[src/include/ctlst_pkg.sv]
/*
 * ctlst_pkg: register map, field positions, reset values and carrier types
 * for the per-port control-channel status and embedded-type tagging block.
 * Assumes an 8-bit register address and 8-bit register data path.
 */
package ctlst_pkg;

    // ------------------------------------------------------------------
    // register offsets
    // ------------------------------------------------------------------
    localparam logic [7:0] OFS_ERR_CTL    = 8'h46;
    localparam logic [7:0] OFS_STATUS     = 8'h47;
    localparam logic [7:0] OFS_LINK_CAP   = 8'h4A;
    localparam logic [7:0] OFS_EMBED_TAG  = 8'h4B;
    localparam logic [7:0] OFS_PORT_SEL   = 8'h4C;

    // ------------------------------------------------------------------
    // field positions
    // ------------------------------------------------------------------
    localparam int ERR_CTL_ENH_BIT        = 5;
    localparam int STS_SEQ_BIT            = 5;
    localparam int STS_INIT_FAULT_BIT     = 4;
    localparam int STS_INIT_TIMEOUT_BIT   = 3;
    localparam int STS_RESP_FAULT_BIT     = 2;
    localparam int STS_RESP_TIMEOUT_BIT   = 1;
    localparam int STS_ECHO_BIT           = 0;
    localparam int CAP_ENC_CRC_BIT        = 4;
    localparam int TAG_COUNT_MSB          = 7;
    localparam int TAG_COUNT_LSB          = 6;
    localparam int TAG_CODE_MSB           = 5;
    localparam int PSEL_READ_MSB          = 5;
    localparam int PSEL_READ_LSB          = 4;
    localparam int PSEL_WRITE_MSB         = 3;
    localparam int MAX_PORTS              = 4;

    // ------------------------------------------------------------------
    // reset values
    // ------------------------------------------------------------------
    localparam logic       RST_ENH_ENABLE = 1'b1;
    localparam logic [5:0] RST_STATUS     = 6'h00;
    localparam logic       RST_ENC_CRC    = 1'b0;
    localparam logic [7:0] RST_EMBED_TAG  = 8'h12;
    localparam logic [1:0] RST_READ_PORT  = 2'h0;
    localparam logic [3:0] RST_WRITE_EN   = 4'h0;
    localparam logic [1:0] LINE_COUNT_MAX = 2'h3;

    // ------------------------------------------------------------------
    // carrier types
    // ------------------------------------------------------------------
    typedef struct packed {
        logic seq_fault;
        logic initiator_fault;
        logic initiator_timeout;
        logic responder_fault;
        logic responder_timeout;
        logic echo_mismatch;
        logic enc_crc_error;
    } ctlst_evt_t;

    typedef struct packed {
        logic       frame_start;
        logic       long_pkt;
        logic       csi2_mode;
        logic [5:0] raw_type_code;
    } ctlst_pkt_t;

    typedef struct packed {
        logic       valid;
        logic       embedded;
        logic [5:0] type_code;
    } ctlst_tag_t;

    // a set in the clearing cycle survives the clear
    function automatic logic [5:0] sticky(input logic [5:0] cur, input logic [5:0] set, input logic clr);
        sticky = (cur & ~{6{clr}}) | set;
    endfunction : sticky

endpackage : ctlst_pkg

[src/rtl/ctlst_embed_tag.sv]
/*
 * ctlst_embed_tag: tags the first long packets of each frame on one receive
 * port with the embedded data type. Assumes frame_start precedes the first
 * long packet of a frame or coincides with it.
 */
`timescale 1ns/1ps

module ctlst_embed_tag (
    // clock and reset
    input  wire logic                  clk,
    input  wire logic                  nrst,
    // packet stream
    input  wire ctlst_pkg::ctlst_pkt_t pkt,
    // settings
    input  wire logic [1:0]            line_count,
    input  wire logic [5:0]            type_code,
    // tagged result
    output ctlst_pkg::ctlst_tag_t      tag_ff
);

    logic [1:0]            cnt_ff;
    logic [1:0]            nxt_cnt;
    ctlst_pkg::ctlst_tag_t nxt_tag;
    logic [1:0]            base;
    logic                  emb;

    // ------------------------------------------------------------------
    // packet counting and tagging
    // ------------------------------------------------------------------
    always_comb begin
        base = pkt.frame_start ? 2'h0 : cnt_ff;
        emb  = pkt.long_pkt && !pkt.csi2_mode && (line_count != 2'h0) && (base < line_count);
        nxt_cnt = base;
        if (pkt.long_pkt && base != ctlst_pkg::LINE_COUNT_MAX) begin
            nxt_cnt = base + 2'h1;
        end
        nxt_tag.valid     = pkt.long_pkt;
        nxt_tag.embedded  = emb;
        nxt_tag.type_code = emb ? type_code : pkt.raw_type_code;
    end

    always_ff @(posedge clk or negedge nrst) begin
        if (!nrst) begin
            cnt_ff <= 2'h0;
            tag_ff <= '0;
        end else begin
            cnt_ff <= nxt_cnt;
            tag_ff <= nxt_tag;
        end
    end
endmodule : ctlst_embed_tag

[src/rtl/ctlst_top.sv]
/*
 * ctlst_top: per-receive-port control-channel fault status, link capability
 * and embedded-type tagging registers, steered by a port-select register.
 * Assumes a byte register port driven by the device's I2C target logic,
 * event pulses from the control-channel engine, and one packet stream per port.
 */
// Summary of operation
// - sequence error on forward control channel sets status bit 5
// - enhanced checking off: bit 5 mirrors receive port status one sequence bit
// - enhanced checking on: bit 5 held locally, cleared by status read
// - initiator-side sequence/CRC/lock error sets bit 4; clear on read; enhanced only
// - initiator-side watchdog expiry sets bit 3; clear on read; enhanced only
// - responder-side sequence/CRC/lock error sets bit 2; clear on read; enhanced only
// - responder-side watchdog expiry sets bit 1; clear on read
// - serializer echoes data; mismatch sets bit 0; clear on read; enhanced only
// - capability bit 4 enables flagging of encoder CRC errors
// - encoder CRC flagging also needs the encoder CRC disable input low
// - tag line count zero: every long packet forwarded as raw video
// - tag line count 1..3: first that many long packets per frame embedded
// - embedded packets carry the 6-bit embedded type code, reset 0x12
// - tagging has no effect when the port receives CSI-2 formatted data
// - port-select register gives read-port selector and per-port write enables
// - error control bit 5 enables enhanced checking, reset enabled
`timescale 1ns/1ps

module ctlst_top #(
    parameter int NPORT = 4
) (
    // clock and reset
    input  wire logic                              clk,
    input  wire logic                              nrst,
    // register access
    input  wire logic                              reg_wr,
    input  wire logic                              reg_rd,
    input  wire logic [7:0]                        reg_addr,
    input  wire logic [7:0]                        reg_wdata,
    output logic [7:0]                             reg_rdata_ff,
    // control channel events
    input  wire ctlst_pkg::ctlst_evt_t [NPORT-1:0] evt,
    input  wire logic [NPORT-1:0]                  rx_sts1_seq_fault,
    input  wire logic                              encoder_crc_disable,
    output logic [NPORT-1:0]                       enc_crc_flag_ff,
    // packet path
    input  wire ctlst_pkg::ctlst_pkt_t [NPORT-1:0] pkt,
    output ctlst_pkg::ctlst_tag_t [NPORT-1:0]      tag_ff
);

    // ------------------------------------------------------------------
    // parameter check
    // ------------------------------------------------------------------
    if (NPORT < 1 || NPORT > ctlst_pkg::MAX_PORTS) begin : g_bad_nport
        $error("NPORT must lie between 1 and 4");
    end

    // ------------------------------------------------------------------
    // state
    // ------------------------------------------------------------------
    logic [1:0]             rd_port_ff;
    logic [1:0]             nxt_rd_port;
    logic [3:0]             wr_en_ff;
    logic [3:0]             nxt_wr_en;
    logic [NPORT-1:0]       enh_ff;
    logic [NPORT-1:0]       nxt_enh;
    logic [NPORT-1:0][5:0]  flags_ff;
    logic [NPORT-1:0][5:0]  nxt_flags;
    logic [NPORT-1:0][5:0]  set_vec;
    logic [NPORT-1:0]       clr_vec;
    logic [NPORT-1:0]       cap_ff;
    logic [NPORT-1:0]       nxt_cap;
    logic [NPORT-1:0][7:0]  embed_ff;
    logic [NPORT-1:0][7:0]  nxt_embed;
    logic [NPORT-1:0]       nxt_enc_crc;
    logic [7:0]             nxt_rdata;
    logic                   hit_status;

    // ------------------------------------------------------------------
    // port select register
    // ------------------------------------------------------------------
    always_comb begin
        nxt_rd_port = rd_port_ff;
        nxt_wr_en   = wr_en_ff;
        if (reg_wr && reg_addr == ctlst_pkg::OFS_PORT_SEL) begin
            nxt_rd_port = reg_wdata[ctlst_pkg::PSEL_READ_MSB:ctlst_pkg::PSEL_READ_LSB];
            nxt_wr_en   = reg_wdata[ctlst_pkg::PSEL_WRITE_MSB:0];
        end
    end

    always_ff @(posedge clk or negedge nrst) begin
        if (!nrst) begin
            rd_port_ff <= ctlst_pkg::RST_READ_PORT;
            wr_en_ff   <= ctlst_pkg::RST_WRITE_EN;
        end else begin
            rd_port_ff <= nxt_rd_port;
            wr_en_ff   <= nxt_wr_en;
        end
    end

    // ------------------------------------------------------------------
    // per-port registers and status flags
    // ------------------------------------------------------------------
    // writes broadcast to every enabled port; reads and clears hit one port
    assign hit_status = reg_rd && reg_addr == ctlst_pkg::OFS_STATUS;

    always_comb begin
        for (int p = 0; p < NPORT; p++) begin
            nxt_enh[p]   = enh_ff[p];
            nxt_cap[p]   = cap_ff[p];
            nxt_embed[p] = embed_ff[p];
            if (reg_wr && wr_en_ff[p]) begin
                if (reg_addr == ctlst_pkg::OFS_ERR_CTL) begin
                    nxt_enh[p] = reg_wdata[ctlst_pkg::ERR_CTL_ENH_BIT];
                end
                if (reg_addr == ctlst_pkg::OFS_LINK_CAP) begin
                    nxt_cap[p] = reg_wdata[ctlst_pkg::CAP_ENC_CRC_BIT];
                end
                if (reg_addr == ctlst_pkg::OFS_EMBED_TAG) begin
                    nxt_embed[p] = reg_wdata;
                end
            end
            clr_vec[p] = hit_status && rd_port_ff == 2'(p);
            set_vec[p] = '0;
            set_vec[p][ctlst_pkg::STS_SEQ_BIT]          = evt[p].seq_fault && enh_ff[p];
            set_vec[p][ctlst_pkg::STS_INIT_FAULT_BIT]   = evt[p].initiator_fault && enh_ff[p];
            set_vec[p][ctlst_pkg::STS_INIT_TIMEOUT_BIT] = evt[p].initiator_timeout && enh_ff[p];
            set_vec[p][ctlst_pkg::STS_RESP_FAULT_BIT]   = evt[p].responder_fault && enh_ff[p];
            set_vec[p][ctlst_pkg::STS_RESP_TIMEOUT_BIT] = evt[p].responder_timeout;
            set_vec[p][ctlst_pkg::STS_ECHO_BIT]         = evt[p].echo_mismatch && enh_ff[p];
            nxt_flags[p] = ctlst_pkg::sticky(flags_ff[p], set_vec[p], clr_vec[p]);
            // the encoder CRC report is a pulse to the error counters downstream
            nxt_enc_crc[p] = evt[p].enc_crc_error && cap_ff[p] && !encoder_crc_disable;
        end
    end

    always_ff @(posedge clk or negedge nrst) begin
        if (!nrst) begin
            for (int p = 0; p < NPORT; p++) begin
                enh_ff[p]          <= ctlst_pkg::RST_ENH_ENABLE;
                flags_ff[p]        <= ctlst_pkg::RST_STATUS;
                cap_ff[p]          <= 1'b0;
                embed_ff[p]        <= ctlst_pkg::RST_EMBED_TAG;
                enc_crc_flag_ff[p] <= ctlst_pkg::RST_ENC_CRC;
            end
        end else begin
            enh_ff          <= nxt_enh;
            flags_ff        <= nxt_flags;
            cap_ff          <= nxt_cap;
            embed_ff        <= nxt_embed;
            enc_crc_flag_ff <= nxt_enc_crc;
        end
    end

    // ------------------------------------------------------------------
    // read data
    // ------------------------------------------------------------------
    // unmapped offsets and selected ports NPORT and above read as zero
    always_comb begin
        nxt_rdata = reg_rdata_ff;
        if (reg_rd) begin
            nxt_rdata = 8'h00;
            if (reg_addr == ctlst_pkg::OFS_PORT_SEL) begin
                nxt_rdata = {2'h0, rd_port_ff, wr_en_ff};
            end
            for (int p = 0; p < NPORT; p++) begin
                if (rd_port_ff == 2'(p)) begin
                    case (reg_addr)
                        ctlst_pkg::OFS_ERR_CTL: begin
                            nxt_rdata[ctlst_pkg::ERR_CTL_ENH_BIT] = enh_ff[p];
                        end
                        ctlst_pkg::OFS_STATUS: begin
                            nxt_rdata[4:0] = flags_ff[p][4:0];
                            nxt_rdata[ctlst_pkg::STS_SEQ_BIT] = enh_ff[p] ? flags_ff[p][ctlst_pkg::STS_SEQ_BIT]
                                                                          : rx_sts1_seq_fault[p];
                        end
                        ctlst_pkg::OFS_LINK_CAP: begin
                            nxt_rdata[ctlst_pkg::CAP_ENC_CRC_BIT] = cap_ff[p];
                        end
                        ctlst_pkg::OFS_EMBED_TAG: begin
                            nxt_rdata = embed_ff[p];
                        end
                        default: begin
                        end
                    endcase
                end
            end
        end
    end

    always_ff @(posedge clk or negedge nrst) begin
        if (!nrst) begin
            reg_rdata_ff <= 8'h00;
        end else begin
            reg_rdata_ff <= nxt_rdata;
        end
    end

    // ------------------------------------------------------------------
    // embedded type tagging per port
    // ------------------------------------------------------------------
    for (genvar p = 0; p < NPORT; p++) begin : g_tag
        ctlst_embed_tag u_tag (
            .clk        (clk),
            .nrst       (nrst),
            .pkt        (pkt[p]),
            .line_count (embed_ff[p][ctlst_pkg::TAG_COUNT_MSB:ctlst_pkg::TAG_COUNT_LSB]),
            .type_code  (embed_ff[p][ctlst_pkg::TAG_CODE_MSB:0]),
            .tag_ff     (tag_ff[p])
        );
    end

    for (genvar p = 0; p < NPORT; p++) begin : g_chk

    end
endmodule : ctlst_top

[config.mk]
export PLATFORM = sky130hd
export DESIGN_NAME = ctlst_top
export DESIGN_NICKNAME = d
export VERILOG_FILES = /design/src/include/ctlst_pkg.sv /design/src/rtl/ctlst_embed_tag.sv /design/src/rtl/ctlst_top.sv
export SDC_FILE = /design/constraint.sdc
export NUM_CORES = 1
export LEC_CHECK = 0
export BUFFER_PORTS_ARGS = -buffer_cell sky130_fd_sc_hd__buf_2
export CAP_MARGIN = 20
export CORE_AREA = 3 3 131 133
export DETAILED_ROUTE_END_ITERATION = 10
export DIE_AREA = 0 0 134 136
export PLACE_DENSITY = 0.52
export SETUP_SLACK_MARGIN = 0.2
export SYNTH_ARGS = -nofsm -noshare
export SYNTH_HDL_FRONTEND = slang
export SYNTH_HIERARCHICAL = 1
export SYNTH_SLANG_ARGS = --single-unit
[constraint.sdc]
create_clock -name clk -period 2.32 [get_ports clk]
set_input_delay 0.58 -clock clk [delete_from_list [all_inputs] [get_ports clk]]
set_output_delay 0.58 -clock clk [all_outputs]
set_load 0.02 [all_outputs]
==> impl_results.md, run 1 <==
* Status: complete, no violations
* Post-layout util at around 44%
* Slew Limit Fails at 0
* Post-CTS setup buffers at 0
* Clock skew at roughly 0.0084 ns
* Starting DRT DRC Count at between 200 and 300
* Layout area overhead at 26.5%
* Vias at between 4000 and 5000
* Ports at approximately 130
* Worst skew pair latency at 0.42 ns
* Row cnt at 46
* Max-cap violation count at 0
* Post-DP HPWL at 11.8 mm
* CTS Buffer Depth at 2
* Post-Route WL at roughly 16 mm
* CP Capture Type: register
* NumNets Final at 676
* Sequential share of the synthesized area at a little over half
* Starting density of the core at 35.1%
* Crit path time final at 1.88 ns
* Cell area power density at just over 700 nW/um^2
* Total grt overflow at 0
* Syn_nets at 534
* WS Path Type: in -> reg
* Maximum number of pins on one net before global-route repair at 44
* Worst Max-Slew Pin Slew at about 0.56 ns
* Via density at between 5 and 6
* Max_slew headroom at 62.7%
* Final antenna-violating net count at 0
* Synthesis Warnings at 6
* EDFF count, synth at 0
* GRT Resource Usage Total at between 15 and 20%
* RePlAce Congestion at just under 0.9
* Port Buf Inserts at roughly 130
* Global-route wire length before repair at approximately 24 mm
* CP Data Arrival Time at about 2.2 ns
* Final Hold Viols at 0
* FMAX at between 500 and 600 MHz
* Layout fillers at between 1500 and 2000
* Critical Path Fanout Max at 12
* Fraction of layout cells with a size suffix above 1 at 47.2%
* H-Tree Depth at 4
* Yosys reg bits at between 100 and 150
* DRC violations left at 0
* Post-synthesis cell count at about 440
* Pleak at approximately 3.4 nW
* Die area at about 18000 um^2
* Inserted Clock Buffers at 17
* # clock sinks at about 120
* Core Region at between 15000 and 20000 um^2
* Critical path startpoint category: input pin
* Vias in the first global route at between 4000 and 5000
* Synth unique cells at 54
* Period utilization at slightly above 80%
* CTS clock-pin slew for the worst setup and hold paths at about 0.06 ns
* Die X at about 130 um
* CTS tree: done
* First drt pass iteration count at 4
* Initial antenna violation count at 0
* CTS hold repair buffers at 0
* Post-CTS sizing at 0
* Root Driver: clkbuf_16
* Min-delay worst type: in -> async
* Crit path required time at around 2.6 ns
* # diodes at 0
* Mapped Avg Cell Area at approximately 13 um^2
* Async S/R FF share, synth at between 90% and 100%
* RSZ-0062 raised after global routing: false
* Wire per inst at between 15 and 20 um
* Post-synth top flop: dfrtp_1
* Cell area after synthesis at 5600 um^2
* Setup TNS at 0 ns
* Die height at 136 um
* Setup-failing EPs final at 0
* VDD IR max at 0.511 mV
-- metal layers --
| layer | global-route usage [%] | up-vias | wire [um] |
|---|---|---|---|
| li1 | - | 1892 | - |
| met5 | 0 | - | 0 |
| met4 | 6.40 | 0 | 331 |
| met2 | 28.2 | 164 | 7410 |
| met3 | 4.70 | 28 | 942 |
| met1 | 23.7 | 2086 | 7060 |
-- metrics by stage --
| stage | hold slack [ns] | std cells | instance area, um^2 | setup WS [ns] | total power, mW |
|---|---|---|---|---|---|
| finish | 0.152 | 809 | 7090 | 0.435 | 5.10 |
| global route | 0.193 | 809 | 7090 | 0.384 | 5.30 |
| CTS | 0.164 | 809 | 7090 | 0.459 | 5.17 |
| detailed placement | 0.484 | 778 | 6550 | 0.0256 | 2.71 |
| global placement | 0.477 | 778 | 6550 | 0.125 | 2.70 |
| floorplan | 0.284 | 439 | 5600 | 0.360 | 2.47 |
-- Yosys cell counts (7+ instances only) --
cell | count | share of area [%]
a21o_1 | 7 | 0.94
a21oi_1 | 14 | 1.3
a22o_1 | 21 | 3.3
a22oi_1 | 16 | 2.1
buf_2 | 7 | 0.63
clkbuf_1 | 10 | 0.67
dfrtp_1 | 110 | 49
dfstp_2 | 12 | 5.6
inv_1 | 15 | 1.0
mux2_2 | 58 | 12
mux2_4 | 18 | 4.8
nand2_1 | 20 | 1.3
nand3_1 | 8 | 0.71
nor2_1 | 20 | 1.3
nor2b_1 | 9 | 1.0
o21ai_0 | 12 | 1.1
-- worst max-delay path, stage by stage --
cell	delay [ns]
buf_2	0.10
nor4b_2	0.27
buf_4	0.22
and3_1	0.36
nand3_2	0.29
mux2_2	0.36
-- power by group --
part	switching, mW	internal, mW
Sequential	0.0345	2.20
Clock	0.901	1.53
Combinational	0.246	0.189
Total	1.18	3.92
-- cell families after synthesis --
logic type      after synthesis  synth area share [%]
compound gates               95                  12.1
fa+ha+maj                     6                  1.34
buf+inv                      42                  3.77
simple gates                 92                  10.1
mux                          79                  17.5
xor+xnor                      3                 0.469
flops                       122                  54.8
-- cells in the final DEF (no fill, tap or decap), types with 9 or more instances in the layout --
master	n
a22o_1	21
o21ai_0	12
dfstp_2	12
nor2_1	20
a21oi_1	14
a22oi_1	16
clkbuf_16	17
nor2b_1	9
dfrtp_1	110
mux2_4	18
nand2_1	20
buf_2	131
inv_1	15
buf_4	15
mux2_2	58
-- area by class of cell --
| cell class | count | area [um^2] | area share, % |
|---|---|---|---|
| clock buffer | 30 | 534 | 7.54 |
| clock inverter | 1 | 5.00 | 0.0706 |
| inverter | 16 | 60.1 | 0.847 |
| multi-input combinational | 275 | 2320 | 32.8 |
| sequential | 122 | 3070 | 43.3 |
| tap | 216 | 270 | 3.81 |
| timing repair buffer | 149 | 828 | 11.7 |
-- worst paths after layout --
| path | cells past startpoint | endpoint | slack [ns] | start |
|---|---|---|---|---|
| hold reg to reg | 1 | flags_ff[19] | 0.49 | flags_ff[19] |
| setup reg to reg | 6 | g_tag[2].u_tag/tag_ff[2] | 0.59 | g_tag[2].u_tag/cnt_ff[1] |
| min in group clk | 1 | g_tag[1].u_tag/tag_ff[7] | 0.29 | pkt[16] |
| hold / removal | 1 | g_tag[2].u_tag/tag_ff[3] | 0.15 | nrst |
| setup / recovery | 6 | embed_ff[7] | 0.44 | reg_addr[7] |
| max in group asynchronous | 2 | g_tag[2].u_tag/tag_ff[2] | 1.46 | nrst |
-- registers in the layout, indices dropped and copies added (netlist names) --
| signal | count |
|---|---|
| cap_ff | 4 |
| embed_ff | 32 |
| enc_crc_flag_ff | 4 |
| enh_ff | 4 |
| flags_ff | 24 |
| g_tag.u_tag/cnt_ff | 8 |
| g_tag.u_tag/tag_ff | 32 |
| rd_port_ff | 2 |
| reg_rdata_ff | 8 |
| wr_en_ff | 4 |
Power figures use the tool's default switching activity.
==> inputs of run 2 (changes only) <==
clock period = 1.95 ns   (was 2.32 ns; I/O delays follow)
==> run 2 against run 1 <==
Wire length fell by 1.3%; total power rose by 26%; combinational power increased by 22%; via count shrank 0.67%; non-clock buffer count is 12 higher.
==> impl_results.md, run 2 (synthesis results as in run 1) <==
* Post-Layout Inst Area at 7310 um^2 (+3.2%)
* Pleak at 3.52 nW (+3.3%)
* WS Path Type: reg -> reg
* Crit path required time at 2.25 ns (-0.37 ns)
* Biggest regs: embed_ff: 32 flops, g_tag.u_tag/tag_ff: 32 flops, flags_ff: 24 flops
* Max-cap violation count at 0 (unchanged)
* Total grt overflow at 0 (unchanged)
* Final antenna-violating net count at 0 (unchanged)
* Post-CTS setup buffers at 0 (unchanged)
* Setup-failing EPs final at 0 (unchanged)
* Max_slew headroom at 68.8% (+6.2 points)
* Port Buf Inserts at 132 (unchanged)
* Root Driver: clkbuf_16
* Cell area power density at 880 nW/um^2 (+22%)
* Via density at 5.04 (-2.2%)
* Critical path startpoint category: register
* Fraction of layout cells with a size suffix above 1 at 50.5% (+3.3 points)
* Final Hold Viols at 0 (unchanged)
* Worst skew pair latency at 0.42 ns (about the same)
* DRC violations left at 0 (unchanged)
* RSZ-0062 raised after global routing: false
* CTS Buffer Depth at 2 (unchanged)
* Maximum number of pins on one net before global-route repair at 50 (+14%)
* Starting DRT DRC Count at 176 (-40%)
* Period utilization at between 80% and 90%
* Core Region at 15900 um^2 (unchanged)
* First drt pass iteration count at 4 (unchanged)
* Hold_ws at 0.205 ns (+0.0530 ns)
* Most frequent cells in the layout: buf_2, dfrtp_1, mux2_2
* Area after DPL at 6680 um^2 (+2.0%)
* Status: complete, no violations
* Global-route wire length before repair at 24.0 mm (-2.1%)
* Slew Limit Fails at 0 (unchanged)
* Vias at 4142 (-0.67%)
* Wire per inst at 18.9 um (-2.8%)
* Non-filler cells, final at 822 (+1.6%)
* # diodes at 0 (unchanged)
* Row cnt at 46 (unchanged)
* Vias in the first global route at 4340 (+0.28%)
* # clock sinks at 122 (unchanged)
* Post-DP HPWL at 11.9 mm (+0.97%)
* Final Power at 6.44 mW (+26%)
* Most common cell after layout, fill and taps aside: buf_2
* CTS tree: done
* Min-delay worst type: in -> reg
* RePlAce Congestion at 0.863 (-0.28%)
* NumNets Final at 688 (+1.8%)
* Die height at 136 um (unchanged)
* Post-Route WL at 15.5 mm (-1.3%)
* Die area at 18200 um^2 (unchanged)
* CP Capture Type: register
* GRT Resource Usage Total at 17.5% (-0.30 points)
* Crit path time final at 1.68 ns
* Clock skew at 0.00731 ns (-0.00105 ns)
* Inserted Clock Buffers at 17 (unchanged)
* Worst Max-Slew Pin Slew at 0.466 ns (-0.0946 ns)
* Critical Path Fanout Max at 7 (-5)
* Layout area overhead at 30.5%
* Ports at 133 (unchanged)
* CTS clock-pin slew for the worst setup and hold paths at 0.06 ns (about the same)
* Starting density of the core at 35.1% (unchanged)
* Die X at 134 um (unchanged)
* Initial antenna violation count at 0 (unchanged)
* FMAX at 596 MHz
* H-Tree Depth at 4 (unchanged)
* Setup TNS at 0 ns (unchanged)
* VDD IR max at 0.616 mV (+21%)
* DP Cell Count at 789 (+1.4%)
* CP Data Arrival Time at 1.97 ns (-0.22 ns)
-- run 2: area by class of cell --
cell class | instances | area [um^2]
flip-flops and latches | 122 | 3070
clock inverters | 15 | 189
repair buffers | 161 | 933
inverters | 16 | 60.1
fillers | 1494 | 8630
clock buffers | 17 | 425
well taps | 216 | 270
multi-input cells | 275 | 2370
-- run 2: metal layers --
metal | vias up | part of all wire, % | track usage, %
li1 | 1914 | - | -
met1 | 2073 | 44 | 23.3
met2 | 141 | 49 | 28.4
met3 | 14 | 5.6 | 4.18
met4 | 0 | 1.1 | 5.49
met5 | - | 0 | 0
-- run 2: power breakdown --
group          internal (mW)  switching, mW
combinational          0.235          0.296
clock                   2.03           1.22
sequential              2.61         0.0419
-- run 2: final timing paths --
path                                          start                  endpoint  slack (ns)  cells after the start
setup / recovery           g_tag[1].u_tag/cnt_ff[1]  g_tag[1].u_tag/tag_ff[3]        0.27                      7
hold reg to reg                         flags_ff[1]               flags_ff[1]        0.48                      1
setup reg to reg           g_tag[1].u_tag/cnt_ff[1]  g_tag[1].u_tag/tag_ff[3]        0.27                      7
max in group asynchronous                      nrst                 enh_ff[1]        0.82                      3
hold / removal                              pkt[16]  g_tag[1].u_tag/tag_ff[7]        0.20                      1
min in group asynchronous                      nrst  g_tag[2].u_tag/tag_ff[7]        0.51                      2
-- run 2: timing repair --
action | 4_1_cts | 5_1_grt
gates resized for setup | 0 | 4
endpoints found under the setup margin | 0 | 18
hold endpoints to repair | 16 | 0
hold buffers | 1 | 0
-- run 2: metrics by stage --
stage               setup slack, ns  utilization (%)
finish                        0.273             45.9
global route                  0.202             45.9
CTS                           0.217             45.8
detailed placement           -0.124             41.9
global placement            -0.0919             41.9
floorplan                     0.144                -
-- run 2: critical path, cell delays in order, from the launching register on --
cell and delay (ns):
dfrtp_1 0.36, nor2b_1 0.15, ha_1 0.19, nor3b_2 0.16, o21ai_1 0.08, a21o_1 0.18
buf_12 0.14, mux2_4 0.29
